`src/host_port_pkg.sv`:
```
// host_port_pkg: shared constants and carrier types for the asynchronous host port
// assumes a 100 MHz internal clock; no other files are needed
package host_port_pkg;

   // =====================================================================
   // widths
   // =====================================================================
   localparam int unsigned ADDR_W    = 15;   // address lines one to fifteen
   localparam int unsigned BE_W      = 4;    // byte lane enables
   localparam int unsigned DATA_W    = 32;   // data bus width
   localparam int unsigned CNT_W     = 8;    // wait counter width

   // =====================================================================
   // address decode
   // =====================================================================
   localparam logic [ADDR_W-1:0] BANK_SEL_ADDR  = 15'h0007;  // bank select word
   localparam logic [ADDR_W-1:0] QUEUE_DAT_ADDR = 15'h0001;  // frame queue data word
   localparam logic [ADDR_W-1:0] ADDR_MASK      = 15'h7FFF;  // full decode

   // =====================================================================
   // timing, in ns, and derived cycle counts
   // =====================================================================
   localparam int unsigned CLK_PERIOD_NS     = 10;
   localparam int unsigned RD_WAIT_NORMAL_NS = 80;   // queue read, normal mode
   localparam int unsigned RD_WAIT_TURBO_NS  = 40;   // queue read, turbo mode
   localparam int unsigned WR_WAIT_QUEUE_NS  = 36;   // queue write wait
   localparam int unsigned WR_WAIT_TYP_NS    = 50;   // other write wait
   localparam int unsigned RD_WAIT_TYP_NS    = 40;   // other register read wait
   localparam int unsigned SYNC_STAGES       = 2;    // strobe synchroniser depth
   // least times round up to whole cycles
   localparam logic [CNT_W-1:0] RD_NORMAL_CYC =
      CNT_W'((RD_WAIT_NORMAL_NS + CLK_PERIOD_NS - 1) / CLK_PERIOD_NS);
   localparam logic [CNT_W-1:0] RD_TURBO_CYC =
      CNT_W'((RD_WAIT_TURBO_NS + CLK_PERIOD_NS - 1) / CLK_PERIOD_NS);
   localparam logic [CNT_W-1:0] WR_QUEUE_CYC =
      CNT_W'((WR_WAIT_QUEUE_NS + CLK_PERIOD_NS - 1) / CLK_PERIOD_NS);
   localparam logic [CNT_W-1:0] WR_TYP_CYC =
      CNT_W'((WR_WAIT_TYP_NS + CLK_PERIOD_NS - 1) / CLK_PERIOD_NS);
   localparam logic [CNT_W-1:0] RD_TYP_CYC =
      CNT_W'((RD_WAIT_TYP_NS + CLK_PERIOD_NS - 1) / CLK_PERIOD_NS);
   localparam logic [CNT_W-1:0] ZERO_CYC = 8'h00;

   // =====================================================================
   // carrier types
   // =====================================================================
   typedef struct packed {
      logic [ADDR_W-1:0] addr;         // host_addr_bus
      logic              qual;         // addr_qualifier
      logic [BE_W-1:0]   be_n;         // byte_lane_enable_n
   } addr_group_t;

   typedef struct packed {
      logic              rd_n;         // read_strobe_n
      logic              wr_n;         // write_strobe_n
      logic              as_n;         // addr_strobe_n
      logic              ds_n;         // data_select_n
   } strobe_group_t;

   typedef enum logic [1:0] {
      TGT_OTHER,
      TGT_BANK,
      TGT_QUEUE
   } target_t;

   typedef enum logic [2:0] {
      ST_IDLE,
      ST_RD_WAIT,
      ST_RD_HOLD,
      ST_WR_ACTIVE,
      ST_WR_POST
   } port_state_t;

endpackage

```
`src/strobe_sync.sv`:
```
// strobe_sync: two-flop synchroniser for the host strobe group
// assumes strobes idle high and arrive without relation to i_clk
`timescale 1ns/10ps
module strobe_sync
   import host_port_pkg::*;
(
   // clock and reset
   input  wire logic          i_clk,
   input  wire logic          i_resetn,
   // raw and synchronised strobes
   input  wire strobe_group_t i_raw,
   output strobe_group_t      o_sync
);

   // =====================================================================
   // two stages per bit; first stage read only by the second
   // =====================================================================
   strobe_group_t meta_q;     // first stage
   strobe_group_t sync_q;     // second stage

   // both stages reset to idle high
   always_ff @(posedge i_clk or negedge i_resetn) begin
      if (!i_resetn) begin
         meta_q <= '1;
         sync_q <= '1;
      end else begin
         meta_q <= i_raw;
         sync_q <= meta_q;
      end
   end

   assign o_sync = sync_q;

endmodule // strobe_sync

```
`src/wait_timer.sv`:
```
// wait_timer: loadable down counter that times host wait periods
// assumes a load pulse of one cycle; busy while more than one cycle is left
`timescale 1ns/10ps
module wait_timer
   import host_port_pkg::*;
(
   // clock and reset
   input  wire logic             i_clk,
   input  wire logic             i_resetn,
   // load side
   input  wire logic             i_load,
   input  wire logic [CNT_W-1:0] i_count,
   // status
   output logic                  o_busy
);

   // =====================================================================
   // counter
   // =====================================================================
   logic [CNT_W-1:0] cnt_q;   // cycles still to wait
   logic [CNT_W-1:0] cnt_d;   // next count

   // load wins, else count down to zero
   assign cnt_d  = i_load ? i_count
                 : (cnt_q != ZERO_CYC) ? cnt_q - 8'h01 : cnt_q;
   // busy drops one cycle early so the registered ready rises on the edge
   // that ends the wait, giving exactly i_count ready-low cycles
   assign o_busy = (cnt_q > 8'h01);

   // counter register
   always_ff @(posedge i_clk or negedge i_resetn) begin
      if (!i_resetn) begin
         cnt_q <= ZERO_CYC;
      end else begin
         cnt_q <= cnt_d;
      end
   end

endmodule // wait_timer

```
`src/async_host_port.sv`:
```
// async_host_port: device end of the asynchronous parallel host interface
// assumes strobes are asynchronous and synchronised here; data pins two-way
`timescale 1ns/10ps
module async_host_port
   import host_port_pkg::*;
(
   // clock and reset
   input  wire logic              i_clk,
   input  wire logic              i_resetn,
   // host address group and strobes
   input  wire addr_group_t       i_addr,
   input  wire strobe_group_t     i_strobe,
   // mode straps
   input  wire logic              i_turbo,
   input  wire logic              i_use_addr_strobe,
   // host data pins, split into three signals
   input  wire logic [DATA_W-1:0] i_data,
   output logic      [DATA_W-1:0] o_data,
   output logic                   o_data_oe,
   // ready back to host
   output logic                   o_host_ready,
   // internal register side
   output logic                   o_reg_wr,
   output logic                   o_reg_rd,
   output addr_group_t            o_reg_addr,
   output logic      [DATA_W-1:0] o_reg_wdata,
   input  wire logic [DATA_W-1:0] i_reg_rdata
);

   // =====================================================================
   // strobe synchronisation
   // =====================================================================
   strobe_group_t sync_s;         // synchronised strobes
   strobe_group_t prev_q;         // previous synchronised strobes
   addr_group_t   addr_p1_q;      // address pins, first delay stage
   addr_group_t   addr_p2_q;      // address pins, in step with sync_s
   addr_group_t   latched_q;      // address in use for this access
   addr_group_t   latched_d;      // next latched address

   // all four strobes pass through two flops before use
   strobe_sync u_sync (
      .i_clk    (i_clk),
      .i_resetn (i_resetn),
      .i_raw    (i_strobe),
      .o_sync   (sync_s)
   );

   // previous value for edge detection
   always_ff @(posedge i_clk or negedge i_resetn) begin
      if (!i_resetn) begin
         prev_q <= '1;
      end else begin
         prev_q <= sync_s;
      end
   end

   // address pins delayed in step with the strobe synchroniser, so the
   // value present at the raw strobe rise is the one that gets latched
   always_ff @(posedge i_clk or negedge i_resetn) begin
      if (!i_resetn) begin
         addr_p1_q <= '0;
         addr_p2_q <= '0;
      end else begin
         addr_p1_q <= i_addr;
         addr_p2_q <= addr_p1_q;
      end
   end

   // =====================================================================
   // edge decode
   // =====================================================================
   logic sel_ok;                  // selected by qualifier or data select
   logic rd_fall;                 // read strobe asserted
   logic rd_rise;                 // read strobe released
   logic wr_fall;                 // write strobe asserted
   logic wr_rise;                 // write strobe released
   logic as_rise;                 // address strobe released

   assign sel_ok  = latched_q.qual | ~sync_s.ds_n;
   assign rd_fall = prev_q.rd_n & ~sync_s.rd_n;
   assign rd_rise = ~prev_q.rd_n & sync_s.rd_n;
   assign wr_fall = prev_q.wr_n & ~sync_s.wr_n;
   assign wr_rise = ~prev_q.wr_n & sync_s.wr_n;
   assign as_rise = ~prev_q.as_n & sync_s.as_n;

   // =====================================================================
   // address latch
   // =====================================================================
   // strobe mode holds the value from the strobe rise; else follow pins
   assign latched_d = i_use_addr_strobe ? (as_rise ? addr_p2_q : latched_q)
                                        : i_addr;

   // address latch register
   always_ff @(posedge i_clk or negedge i_resetn) begin
      if (!i_resetn) begin
         latched_q <= '0;
      end else begin
         latched_q <= latched_d;
      end
   end

   // =====================================================================
   // target decode and wait selection
   // =====================================================================
   target_t          tgt;         // which register is addressed
   logic [CNT_W-1:0] rd_wait;     // read wait in cycles
   logic [CNT_W-1:0] wr_wait;     // write wait in cycles

   assign tgt = ((latched_q.addr & ADDR_MASK) == BANK_SEL_ADDR)  ? TGT_BANK
              : ((latched_q.addr & ADDR_MASK) == QUEUE_DAT_ADDR) ? TGT_QUEUE
              : TGT_OTHER;

   // bank select reads free; queue reads by mode
   assign rd_wait = (tgt == TGT_BANK)  ? ZERO_CYC
                  : (tgt == TGT_QUEUE) ? (i_turbo ? RD_TURBO_CYC
                                                  : RD_NORMAL_CYC)
                  : RD_TYP_CYC;
   // bank select writes free; queue writes short
   assign wr_wait = (tgt == TGT_BANK)  ? ZERO_CYC
                  : (tgt == TGT_QUEUE) ? WR_QUEUE_CYC
                  : WR_TYP_CYC;

   // =====================================================================
   // control state machine
   // =====================================================================
   port_state_t state_q;          // current state
   port_state_t state_d;          // next state
   logic        tmr_load;         // start the wait timer
   logic [CNT_W-1:0] tmr_count;   // count to load
   logic        tmr_busy;         // wait still running
   logic        rdy_d;            // next ready value
   logic        rdy_q;            // ready register

   wait_timer u_timer (
      .i_clk    (i_clk),
      .i_resetn (i_resetn),
      .i_load   (tmr_load),
      .i_count  (tmr_count),
      .o_busy   (tmr_busy)
   );

   // next state, timer load and ready
   always_comb begin
      state_d   = state_q;
      tmr_load  = 1'b0;
      tmr_count = ZERO_CYC;
      rdy_d     = rdy_q;
      case (state_q)
         ST_IDLE, ST_WR_POST: begin
            // posted write finishing; a new access may still begin
            if (state_q == ST_WR_POST && !tmr_busy) begin
               rdy_d   = 1'b1;
               state_d = ST_IDLE;
            end
            if (rd_fall && sel_ok) begin
               // read starts; host may do so while ready still low
               tmr_load  = 1'b1;
               tmr_count = rd_wait;
               rdy_d     = (rd_wait == ZERO_CYC);
               state_d   = (rd_wait == ZERO_CYC) ? ST_RD_HOLD : ST_RD_WAIT;
            end else if (wr_fall && sel_ok) begin
               state_d = ST_WR_ACTIVE;
            end
         end
         ST_RD_WAIT: begin
            // hold ready low until the wait ends; host holds strobe
            if (!tmr_busy) begin
               rdy_d   = 1'b1;
               state_d = ST_RD_HOLD;
            end
         end
         ST_RD_HOLD: begin
            // data stays driven until strobe release
            if (rd_rise) begin
               state_d = ST_IDLE;
            end
         end
         ST_WR_ACTIVE: begin
            // strobe release posts the write and drops ready unless the wait is zero
            if (wr_rise) begin
               tmr_load  = 1'b1;
               tmr_count = wr_wait;
               rdy_d     = (wr_wait == ZERO_CYC);
               state_d   = (wr_wait == ZERO_CYC) ? ST_IDLE : ST_WR_POST;
            end
         end
         default: begin
            state_d = ST_IDLE;
            rdy_d   = 1'b1;
         end
      endcase
   end

   // state and ready registers
   always_ff @(posedge i_clk or negedge i_resetn) begin
      if (!i_resetn) begin
         state_q <= ST_IDLE;
         rdy_q   <= 1'b1;
      end else begin
         state_q <= state_d;
         rdy_q   <= rdy_d;
      end
   end

   assign o_host_ready = rdy_q;

   // =====================================================================
   // data path
   // =====================================================================
   logic [DATA_W-1:0] rdata_q;    // read data to host
   logic [DATA_W-1:0] wdata_q;    // captured write data
   logic [DATA_W-1:0] wdata_d;    // next write data
   logic              oe_q;       // data pins driven
   logic              oe_d;       // next drive enable
   logic              wr_q;       // internal write pulse
   logic              rd_q;       // internal read pulse
   logic              rd_go;      // read accepted this cycle
   logic              wr_go;      // write posted this cycle
   logic              rd_load;    // sample register read data

   assign rd_go   = (state_q == ST_IDLE || state_q == ST_WR_POST) && rd_fall && sel_ok;
   assign wr_go   = (state_q == ST_WR_ACTIVE) && wr_rise;
   // read data sampled as ready returns high
   assign rd_load = (rdy_d && !rdy_q && state_q == ST_RD_WAIT)
                  || (rd_go && rd_wait == ZERO_CYC);
   // write data taken at strobe release
   assign wdata_d = wr_go ? i_data : wdata_q;
   // drive from read start to strobe release
   assign oe_d    = rd_go ? 1'b1 : ((state_q == ST_RD_HOLD && rd_rise) ? 1'b0 : oe_q);

   // data registers
   always_ff @(posedge i_clk or negedge i_resetn) begin
      if (!i_resetn) begin
         rdata_q <= '0;
         wdata_q <= '0;
         oe_q    <= 1'b0;
         wr_q    <= 1'b0;
         rd_q    <= 1'b0;
      end else begin
         rdata_q <= rd_load ? i_reg_rdata : rdata_q;
         wdata_q <= wdata_d;
         oe_q    <= oe_d;
         wr_q    <= wr_go;
         rd_q    <= rd_go;
      end
   end

   assign o_data      = rdata_q;
   assign o_data_oe   = oe_q;
   assign o_reg_wr    = wr_q;
   assign o_reg_rd    = rd_q;
   assign o_reg_addr  = latched_q;
   assign o_reg_wdata = wdata_q;
endmodule // async_host_port

```
`config.mk`:
```
export PLATFORM = sky130hd
export DESIGN_NAME = async_host_port
export DESIGN_NICKNAME = d
export VERILOG_FILES = /design/src/host_port_pkg.sv /design/src/strobe_sync.sv /design/src/wait_timer.sv /design/src/async_host_port.sv
export SDC_FILE = /design/constraint.sdc
export NUM_CORES = 1
export LEC_CHECK = 0
export CORE_MARGIN = 2
export CORE_UTILIZATION = 50
export CTS_BUF_LIST = sky130_fd_sc_hd__clkbuf_4
export DETAILED_ROUTE_END_ITERATION = 8
export DONT_BUFFER_PORTS = 1
export GPL_ROUTABILITY_DRIVEN = 0
export RECOVER_POWER = 25
export SYNTH_ARGS = -nofsm -noshare
export SYNTH_HDL_FRONTEND = slang
export SYNTH_SLANG_ARGS = --single-unit
```
`constraint.sdc`:
```
create_clock -name i_clk -period 5.7 [get_ports i_clk]
set_input_delay 0.285 -clock i_clk [delete_from_list [all_inputs] [get_ports i_clk]]
set_output_delay 0.285 -clock i_clk [all_outputs]
set_load 0.05 [all_outputs]
```
; Word-level counts from Yosys, hierarchy flattened
; Cells that the tools add are included.
[totals]
reg_bits = 150
output_inout_bits = 88
in_bits = 92
[classes]
add_sub_neg = 1
magnitude_cmp = 1
mux = 33
reduce_logical = 22
n_eq_ne = 13
bitwise = 12
[ops]
columns = op, count
row1 = 2-to-1 mux 20 bit, 2
row2 = 2-to-1 mux 3 bit, 9
row3 = logical NOT 8 bit, 2
row4 = 2-to-1 mux 4 bit, 4
row5 = 2-to-1 mux 8 bit, 2
row6 = "equality test 15 x 1 -> 1 bit, second input constant", 1
row7 = "equality test 15 x 3 -> 1 bit, second input constant", 1
row8 = one-hot mux 3 bit (4 select lines), 1
row9 = logical AND 1 bit, 10
row10 = 2-to-1 mux 1 bit, 9
row11 = "greater-than comparator 8 x 1 -> 1 bit, second input constant", 1
row12 = one-hot mux 4 bit (2 select lines), 1
row13 = nonzero test 8 bit, 1
row14 = "subtractor 8 x 1 -> 8 bit, second input constant", 1
row15 = "equality test 3 x 2 -> 1 bit, second input constant", 2
row16 = 2-to-1 mux 2 bit, 3
row17 = "!= test 2 bit, second input constant", 3
row18 = inverter 1 bit, 6
row19 = AND 1 bit, 5
row20 = "!= test 4 bit, second input constant", 1
row21 = one-hot mux 1 bit (4 select lines), 1
row22 = AND reduction 4 bit, 1
row23 = nonzero test 2 bit, 2
row24 = "equality test 3 x 1 -> 1 bit, second input constant", 1
row25 = 10 further kinds, 12

; Logic depth before layout (Yosys ltp)
; Gate-level depths: netlist (run 1).
[logic_depth]
word_depth = 12
depth_mapped = 7
mapped_depth_nobuf = 6

; Cells and area by module
; Synthesis (run 1) repeated with hierarchy kept, for this count alone.
[hier_totals]
hier_cells = 397
hier_area_um2 = 5846.9
[modules_own_cells]
columns = mod, instances, seq_area_each_um2, area_each_um2, cells_per_inst
row1 = async_host_port, 1, 3358.2, 5118.7, 335
row2 = wait_timer, 1, 200.2, 518.0, 54
row3 = strobe_sync, 1, 210.2, 210.2, 8

; Least setup slack after synthesis (run 1)
; Ideal clock, no wire load.
[synth_path]
kind = register to register
from = register latched_q (netlist bit o_reg_addr[8])
to = register rdata_q[0] (netlist: o_data[0])
setup_ns = 0.125
t_required_ns = 5.575
path_stages_with_launch = 6
slack_ns = 3.705
t_arrival_ns = 1.870
cell_sequence = dfrtp_1 > nor4b_1 > and2_1 > a32oi_4 > buf_6 > mux2_4
[synth_via]
elab_chain_cells = 12
word_cells_on_any_way = 19
cone_classes = 4 x eq/ne / 9 x mux / 6 x reduce/logical
[synth_lines]
columns = element, line_no
row1 = start: declaration, async_host_port.sv:37  ; addr_group_t latched_q;
row2 = start signal: assignment, async_host_port.sv:98  ; latched_q <= latched_d;
row3 = equality test 15 x 1 -> 1 bit, async_host_port.sv:110  ; : ((latched_q.addr & ADDR_MASK) == QUEUE_DAT_ADDR) ? TGT_QUEUE
row4 = 2-to-1 mux 2 bit, async_host_port.sv:110
row5 = 2-to-1 mux 2 bit (*), async_host_port.sv:109  ; assign tgt = ((latched_q.addr & ADDR_MASK) == BANK_SEL_ADDR) ? TGT_BANK
row6 = equality test 2 bit, "async_host_port.sv:115, async_host_port.sv:120"
row7 = 2-to-1 mux 1 bit / 2-to-1 mux 4 bit (equally long branches), "async_host_port.sv:120, async_host_port.sv:115"
row8 = 2-to-1 mux 3 bit / 2-to-1 mux 4 bit (equally long branches), "async_host_port.sv:119, async_host_port.sv:114"
row9 = "logical NOT 8 bit, on equally long branches", "async_host_port.sv:183, async_host_port.sv:159, async_host_port.sv:225"
row10 = "2-to-1 mux 1 bit, on equally long branches", "async_host_port.sv:180, async_host_port.sv:155"
row11 = one-hot mux 1 bit (4 select lines), async_host_port.sv:148  ; case (state_q)
row12 = logical AND 1 bit (2 in series), async_host_port.sv:224  ; assign rd_load = (rdy_d && !rdy_q && state_q == ST_RD_WAIT)
row13 = logical OR 1 bit (*), async_host_port.sv:225  ; || (rd_go && rd_wait == ZERO_CYC);
row14 = end signal: assignment, async_host_port.sv:240  ; rdata_q <= rd_load ? i_reg_rdata : rdata_q;
row15 = end: declaration, async_host_port.sv:210  ; logic [DATA_W-1:0] rdata_q;
; Every way passes the cells marked *; elsewhere a longest branch is shown, timed or not.
; A chain may end at the register's enable or synchronous reset.

; Worst setup path after layout (run 1)
[layout_path]
from = register latched_q (netlist bit o_reg_addr[5])
to = register rdata_q[19] (netlist: o_data[19])
; The elaborated chain is that of the path after synthesis.

==> results.toml, run 1 <==
[placed_design]
dpl_cell_area_um2 = 5820
placed_cells = 581
dp_hpwl_mm = 7.04
port_buffers = 0

[drt]
finalWirelength_mm = 11.8
vias_per_cell = 5.15
drcViolationCount = 0
wl_per_cell_um = 16.8
drtIter0Drc = 281
drtAntennaViolNets = 0
first_pass_iters = 5
vias = 3626

[worst_setup_path]
worst-path-buf-inv = 1
path_delay_family = "simple AND/OR/NAND/NOR gates"
crit_chain = "nor4b_1 > and2_1 > a32oi_4 > buf_4 > mux2_4"
worstSetupStartpoint = "o_reg_addr[5]"
crit_type = "flip-flop to flip-flop"
required_ns = 6.11
end_kind = "flip-flop"
reg2reg_from = "o_reg_addr[5]"
cp_data_arrival_time_ns = 2.90
critPathMaxStageDelay_ns = 0.67
slowest_stage = "dfrtp_1"
crit_fanout = 32
start_kind = "flip-flop"

[timing]
slew_viol_final = 0
max_freq_ghz = 0.401
tns_ns = 0
rsz0062_at_grt = "false"
finalCritPeriodShare_pct = 43.7
setup_violations = 0
max_slew.worst_pin.slew_ns = 0.699
finalClockSkew_ns = 0.0237
slew_headroom_pct = 53.4
min_period_ns = 2.49
finalHoldViolations = 0

[clocking]
hold_buffers = 92
cts-root-buf = "clkbuf_4"
cts.clk_slew.worst_paths_ns = 0.12
htreeDepth = 4
clockBufferDepth = 2
cts.sinks = 150
post_cts_buffers = 0
clk_latency_ns = 0.53
cts-buffers-inserted = 17
cts_resized = 0
cts_tree = "built"

[cells_and_area]
fillCellCount = 837
seqCellArea_um2 = 3770
multi_input_area_um2 = 1820
antenna-diode-count = 0
fin_util_pct = 62.4
area_growth_pct = 23.3
instances_no_fill = 704
final_area_um2 = 7030
nNetsFinal = 644
layout-drive-gt1-share_pct = 15.2

[synth]
synth_cell_type_count = 51
syn_avg_cell_area_um2 = 12.6
syn_area_um2 = 5700
syn_nets = 546
yosysWarnings = 0
synth_flop_cell = "dfrtp_1"
synth-edff-count = 0
synth.area.top_cells = "dfrtp_1, mux2_4, nand2_1"
synth_area_leader_cell = "dfrtp_1"
synth-async-reset-ratio_pct = 100
postSynthCellCount = 451
ys_seq_area_share_pct = 66.1
synth-seq-cells = 150
synth_top_area_share_pct = 60.5

[power]
p_leak_nw = 3.28
power.total_mw = 3.85
power.density_nw_per_um2 = 548
ir_worst_vdd_uv = 413

[flow_run]
max-cap-violations = 0

[worst_hold_path]
hp-start = "i_use_addr_strobe"
hold_path_class = "input port to flip-flop"

[grt]
grt_first_pass_wirelength_mm = 19.9
grt_max_degree = 151
grt_use_total_pct = 20.4
antenna_found_initial = 0
overflow = 0
grt_pass1_vias = 3842

[floorplan]
fp-row-count = 39
die_w_um = 111
die_h_um = 111
die_area_um2 = 12300
coreArea_um2 = 11300
start_util_pct = 50.6
ios = 180

[run_status]
status = "finished clean"
==> worst reg2reg max path, delay by kind of cell (launching register included) <==
kind | cells | cell delay [ns]
simple gates | 2 | 0.88
flops | 1 | 0.67
mux | 1 | 0.38
compound gates | 1 | 0.13
buf+inv | 1 | 0.32
==> Yosys cell counts, types with 2 or more instances <==
cell	instances
a2111oi_0	2
a21oi_1	27
buf_2	4
buf_6	3
clkbuf_1	8
dfrtp_1	138
dfstp_2	12
ha_1	3
inv_1	7
mux2_2	2
mux2_4	30
mux2i_1	21
nand2_1	104
nand2b_1	3
nand3_1	2
nand3b_1	2
nand4_1	3
nand4b_1	2
nor2_1	32
nor2b_1	3
nor3_1	4
o21ai_0	3
o22ai_1	2
or2_2	2
or3_1	4
xnor2_1	3
==> state kept, by name, summed over array words and instances, names as in the netlist <==
name	flops
o_reg_addr	20
state_q	3
u_timer.cnt_q	8
o_host_ready	1
addr_p1_q	20
o_reg_rd	1
o_data	32
o_reg_wr	1
u_sync.o_sync	4
addr_p2_q	20
o_data_oe	1
u_sync.meta_q	4
o_reg_wdata	32
prev_q	3
==> cell usage in the layout (no fill, tap or decap), types with 3 or more instances in the layout <==
cell type        n
mux2i_1         21
buf_4            3
clkbuf_4        20
clkinv_1         3
xnor2_1          3
nor3_1           4
mux2_4          30
dlygate4sd3_1   90
nor2_1          32
nand4_1          3
a21oi_1         27
nor2b_1          3
dfrtp_1        138
clkinv_2         3
dfstp_2         10
or3_1            4
inv_1            7
ha_1             3
nand2b_1         3
o21ai_0          3
nand2_1        104
==> final cells by class <==
cell class	instances	share of cell area, %
Timing Repair Buffer	95	13.8
Multi-Input combinational cell	277	25.9
Clock inverter	11	1.58
Sequential cell	150	53.6
Tap cell	143	2.54
Inverter	8	0.427
Clock buffer	20	2.14
==> metrics by stage <==
step	worst slack [ns]	hold slack (ns)
floorplan	3.71	-0.0106
global placement	3.28	-0.00768
detailed placement	3.27	-0.00778
CTS	3.23	0.0742
global route	3.11	0.102
finish	3.21	0.131
==> where the power goes <==
part,switching [mW],leakage (nW),internal (mW),total [mW]
registers,1.19,1.74,1.36,2.55
logic,0.298,1.39,0.387,0.684
clock network,0.346,0.145,0.267,0.614
==> per-layer routing <==
layer	wire length (µm)	share of wire, %	up-vias	track usage (%)
met5	0	0	-	0
met4	237	2.0	0	7.25
met3	929	7.9	17	7.98
met2	5720	48	128	32.8
met1	4910	42	1770	25.2
li1	-	-	1711	-
==> cells by family (layout without fill, tap and decap cells) <==
kind of cell               Yosys count  count (layout)  synth area share (%)
buffers and inverters               24             134                  2.06
adders and majority gates            3               3                 0.658
and+or+nand+nor                    170             170                  13.3
xor gates and xnor gates             4               4                 0.614
AOI/OAI and AO/OA                   47              47                  5.29
DFF                                150             150                  66.1
muxes                               53              53                  12.0
==> final timing paths <==
kind / cells past startpoint / slack, ns / to
setup / recovery: 5 / 3.21 / o_data[19]
hold / removal: 2 / 0.13 / o_reg_addr[11]
setup reg to reg: 5 / 3.21 / o_data[19]
hold reg to reg: 0 / 0.35 / addr_p2_q[3]
max in group asynchronous: 2 / 4.72 / o_reg_addr[0]
min in group asynchronous: 2 / 0.48 / o_reg_wr
No activity file was read; power rests on OpenSTA's default activity.
==> run 2: changes to the inputs <==
Clock period 5.7 ns to 2.3 ns, I/O delays scaled along.
==> run 2 against run 1 <==
Effect of this change:
- the flow now finishes with violations (negative hold slack)
- register-to-register slack got worse by 3.0 ns
- first-iteration DRC count increased by 1.8%
- critical path depth up 2
- maximum frequency grew 17%
- combinational power grew to 2.9 times the previous value
- largest power group unchanged
- highest routed layer unchanged
==> results.toml, run 2 (synthesized netlist as in run 1, its figures left out) <==
[worst_setup_path]
crit_type = "flip-flop to flip-flop"
cp_data_arrival_time_ns = 2.56
path_delay_family = "flip-flops"
reg2reg_from = "u_timer.cnt_q[0]"
r2r_end = "o_data[13]"
worst-path-buf-inv = 2
end_kind = "flip-flop"
r2r.worst_path.cells = 7
ff2ff_setup_slack_ns = 0.17
required_ns = 2.73
start_kind = "flip-flop"
crit_chain = "inv_1 > ha_1 > nor2_1 > nor4_4 > a32oi_4 > buf_12 > mux2_4"
slowest_stage = "dfrtp_1"
critPathMaxStageDelay_ns = 0.48
crit_fanout = 20

[timing]
tns_ns = 0
slew_viol_final = 0
finalClockSkew_ns = 0.0142
min_period_ns = 2.13
rsz0062_at_grt = "false"
slew_headroom_pct = 64.3
holdWs_ns = -0.745
max_freq_ghz = 0.469
max_slew.worst_pin.slew_ns = 0.522
setup_ws_ns = 0.170
setup_violations = 0
finalHoldViolations = 150
finalCritPeriodShare_pct = 92.6

[grt]
grt_util_met3_pct = 7.76
overflow = 0
grtUsageMet2_pct = 34.2
grt_first_pass_wirelength_mm = 20.1
grt_use_met1_pct = 25.0
grt_busiest_layer = "met2"
grt_pass1_vias = 3988
grt_use_total_pct = 20.8
antenna_found_initial = 0
grt_max_degree = 151

[placed_design]
dpl_cell_area_um2 = 6020
placed_cells = 602
port_buffers = 0
dp_hpwl_mm = 7.15
dp_worst_setup_slack_ns = 0.194

[cells_and_area]
fillCellCount = 823
area_growth_pct = 27.0
final_cell_mix = "dfrtp_1, nand2_1, dlygate4sd3_1"
instances_no_fill = 726
final_area_um2 = 7250
antenna-diode-count = 0
layout-drive-gt1-share_pct = 18.9
fin_util_pct = 64.3
nNetsFinal = 665
final_common_cell = "dfrtp_1"

[clocking]
clockBufferDepth = 2
cts_tree = "built"
cts.sinks = 150
clk_latency_ns = 0.55
cts-root-buf = "clkbuf_4"
post_cts_buffers = 0
hold_buffers = 92
cts_resized = 0
htreeDepth = 4
cts.clk_slew.worst_paths_ns = 0.12
cts-buffers-inserted = 17

[power]
switching_share_pct = 47.1
combPwrFrac_pct = 19.9
p_int_mw = 5.19
power.switching_mw = 4.62
seqPwrFrac_pct = 62.7
power.density_nw_per_um2 = 1350
ir_worst_vdd_uv = 996
power_frac_clock_pct = 17.4
power.total_mw = 9.80
p_leak_nw = 3.40

[worst_hold_path]
hold_path_class = "input port to asynchronous set/reset pin"

[floorplan]
coreArea_um2 = 11300
fp-row-count = 39
die_h_um = 111
die_area_um2 = 12300
start_util_pct = 50.6
ios = 180
die_w_um = 111

[drt]
drcViolationCount = 0
drtAntennaViolNets = 0
vias = 3715
vias_per_cell = 5.12
first_pass_iters = 4
wl_per_cell_um = 16.4
finalWirelength_mm = 11.9
drtIter0Drc = 286

[flow_run]
max-cap-violations = 0

[run_status]
status = "finished with violations"
failed_checks = "negative hold slack"
-- run 2: cell type report --
class                           instances  area, µm²  share of cell area, %
Timing Repair Buffer                  116       1150                   15.9
Clock inverter                         13        155                   2.14
Inverter                                8       30.0                  0.414
Sequential cell                       150       3770                   52.0
Multi-Input combinational cell        277       1820                   25.1
Clock buffer                           19        143                   1.97
Tap cell                              143        179                   2.47
-- run 2: power by group through the flow --
stage / clock [mW] / sequential, mW / combinational, mW
floorplan: 0 / 6.16 / 1.33
global placement: 0 / 6.16 / 1.71
detailed placement: 0 / 6.18 / 1.79
CTS: 1.76 / 6.13 / 1.93
global route: 1.88 / 6.24 / 2.16
finish: 1.71 / 6.15 / 1.95
-- run 2: worst register-to-register path, cell delays in order (launching register included) --
cell,delay (ns)
dfrtp_1,0.48
inv_1,0.10
ha_1,0.27
nor2_1,0.25
nor4_4,0.09
a32oi_4,0.27
buf_12,0.24
mux2_4,0.33
-- run 2: worst max-delay path by stage --
stage                       endpoint  slack (ns)              from  cells past startpoint
after floorplan            o_data[0]        0.31     o_reg_addr[8]                      5
after global placement    o_data[14]        0.27  u_timer.cnt_q[0]                      7
after detailed placement  o_data[13]        0.19  u_timer.cnt_q[0]                      7
after CTS                 o_data[13]        0.15  u_timer.cnt_q[0]                      7
after global routing      o_data[13]        0.05  u_timer.cnt_q[0]                      7
final                     o_data[13]        0.17  u_timer.cnt_q[0]                      7
-- run 2: per-layer routing --
metal,vias up,wire length (µm)
li1,1751,-
met1,1813,4950
met2,131,5870
met3,20,875
met4,0,234
met5,-,0
==> run 3: changes to the inputs <==
==> constraint.sdc (replaced) <==
create_clock -name i_clk -period 2.3 [get_ports i_clk]
set_input_delay 0.46 -clock i_clk [delete_from_list [all_inputs] [get_ports i_clk]]
set_output_delay 0.46 -clock i_clk [all_outputs]
set_load 0.05 [all_outputs]
==> run 3 against run 2 <==
Effect of this change:
- final cell count down 1.4%
- hold slack improved by 0.35 ns
- sequential share of layout area rose by 0.80 points
- power shrank 0.49%
- worst setup slack gained 0.00062 ns
- clock power about the same
- core utilization down 0.98 points
- maximum frequency is essentially flat
- non-clock buffer count shrank 10
- the flow still finishes with violations (negative hold slack)
- count of clock-buffer cells in the layout is the same
- critical path type unchanged
- critical path depth did not move
- first-iteration DRC count down 9.1%
==> results.toml, run 3 (synthesized netlist as in run 1, its figures left out) <==
[timing]
finalCritPeriodShare_pct = 92.6
min_period_ns = 2.13
max_freq_ghz = 0.470
tns_ns = 0
holdWs_ns = -0.393
slew_headroom_pct = 64.3
finalClockSkew_ns = 0.0121
setup_violations = 0
max_slew.worst_pin.slew_ns = 0.522
finalHoldViolations = 150
slew_viol_final = 0
rsz0062_at_grt = "false"

[drt]
drtAntennaViolNets = 0
drtIter0Drc = 260
first_pass_iters = 4
finalWirelength_mm = 11.9
drcViolationCount = 0
vias_per_cell = 5.15
vias = 3690
wl_per_cell_um = 16.7

[clocking]
cts-buffers-inserted = 17
htreeDepth = 4
clockBufferDepth = 2
clk_latency_ns = 0.54
post_cts_buffers = 0
cts.sinks = 150
cts_tree = "built"
cts-root-buf = "clkbuf_4"
cts.clk_slew.worst_paths_ns = 0.12

[floorplan]
die_area_um2 = 12300
fp-row-count = 39
ios = 180
die_h_um = 111
coreArea_um2 = 11300
die_w_um = 111
start_util_pct = 50.6

[cells_and_area]
layout-drive-gt1-share_pct = 19.0
final_cell_mix = "dfrtp_1, nand2_1, dlygate4sd3_1"
area_growth_pct = 25.1
final_common_cell = "dfrtp_1"
antenna-diode-count = 0
nNetsFinal = 655

[grt]
grt_use_total_pct = 20.4
antenna_found_initial = 0
grt_first_pass_wirelength_mm = 19.6
overflow = 0
grt_pass1_vias = 3880
grt_max_degree = 151

[power]
power.density_nw_per_um2 = 1370
ir_worst_vdd_uv = 996
switching_share_pct = 47.0
power.switching_mw = 4.58
p_int_mw = 5.17
p_leak_nw = 3.35
power_frac_clock_pct = 17.4
seqPwrFrac_pct = 63.0
combPwrFrac_pct = 19.6

[worst_setup_path]
slowest_stage = "dfrtp_1"
end_kind = "flip-flop"
critPathMaxStageDelay_ns = 0.48
start_kind = "flip-flop"
cp_data_arrival_time_ns = 2.55
crit_type = "flip-flop to flip-flop"
crit_chain = "inv_1 > ha_1 > nor2_1 > nor4_4 > a32oi_4 > buf_12 > mux2_4"
required_ns = 2.72
crit_fanout = 20

[run_status]
failed_checks = "negative hold slack"
status = "finished with violations"

[placed_design]
port_buffers = 0
dp_hpwl_mm = 7.15

[flow_run]
max-cap-violations = 0

[worst_hold_path]
hold_path_class = "input port to asynchronous set/reset pin"
==> run 3: changes by cell type in the layout (fill, tap and decap cells not counted) <==
| cell | change |
|---|---|
| dlygate4sd3_1 | -9 |
| buf_12 | -1 |
==> run 3: layout make-up <==
class / instances / area, µm²
fill: 829 / 4140
sequential: 150 / 3770
multi-input combinational: 277 / 1820
timing repair buffer: 106 / 1040
tap: 143 / 179
clock inverter: 13 / 155
clock buffer: 19 / 143
inverter: 8 / 30.0
==> run 3: worst paths after layout <==
path                             startpoint  slack [ns]          endpoint  depth (start not counted)
setup / recovery           u_timer.cnt_q[0]        0.17        o_data[13]                          7
hold / removal                     i_resetn       -0.39    o_reg_wdata[3]                          0
hold reg to reg               addr_p1_q[16]        0.35     addr_p2_q[16]                          0
min in group i_clk          i_reg_rdata[19]        0.07        o_data[19]                          1
setup reg to reg           u_timer.cnt_q[0]        0.17        o_data[13]                          7
max in group asynchronous          i_resetn        2.46  u_sync.meta_q[0]                          0
==> run 3: metrics by stage <==
stage / instance area [µm²] / setup slack (ns) / util (%) / total power, mW / instances
final: 7140 / 0.170 / 63.3 / 9.76 / 716
after detailed placement: 6020 / 0.194 / 53.4 / 7.97 / 602
after CTS: 7030 / 0.154 / 62.3 / 9.78 / 705
after global routing: 7140 / 0.0487 / 63.3 / 10.2 / 716
after floorplan: 5700 / 0.305 / - / 7.50 / 451
after global placement: 6020 / 0.266 / 53.4 / 7.87 / 602
==> run 3: routing by layer <==
layer	share of wire [%]	GRT usage [%]	routed length [µm]
met2	48	32.3	5790
met3	8.1	8.09	971
met1	42	24.8	4960
met5	0	0	0
met4	1.9	8.83	225
==> run 3: worst max-delay path, delay by kind of cell, from the launching register on <==
| kind | cells | cell delay (ns) |
|---|---|---|
| DFF | 1 | 0.48 |
| buffers and inverters | 2 | 0.34 |
| and+or+nand+nor | 2 | 0.34 |
| muxes | 1 | 0.32 |
| adders and majority gates | 1 | 0.27 |
| AOI/OAI and AO/OA | 1 | 0.27 |
==> run 3: power by group through the flow <==
stage	clock [mW]	combinational [mW]	sequential, mW
finish	1.70	1.91	6.14
global route	1.88	2.12	6.23
CTS	1.76	1.89	6.13
detailed placement	0	1.79	6.18
global placement	0	1.71	6.16
floorplan	0	1.33	6.16
==> run 3: what timing repair did <==
action,4_1_cts,5_1_grt
hold buffers,71,11
setup endpoints to repair,0,0
endpoints found under the hold margin,221,161
resized for setup,0,0
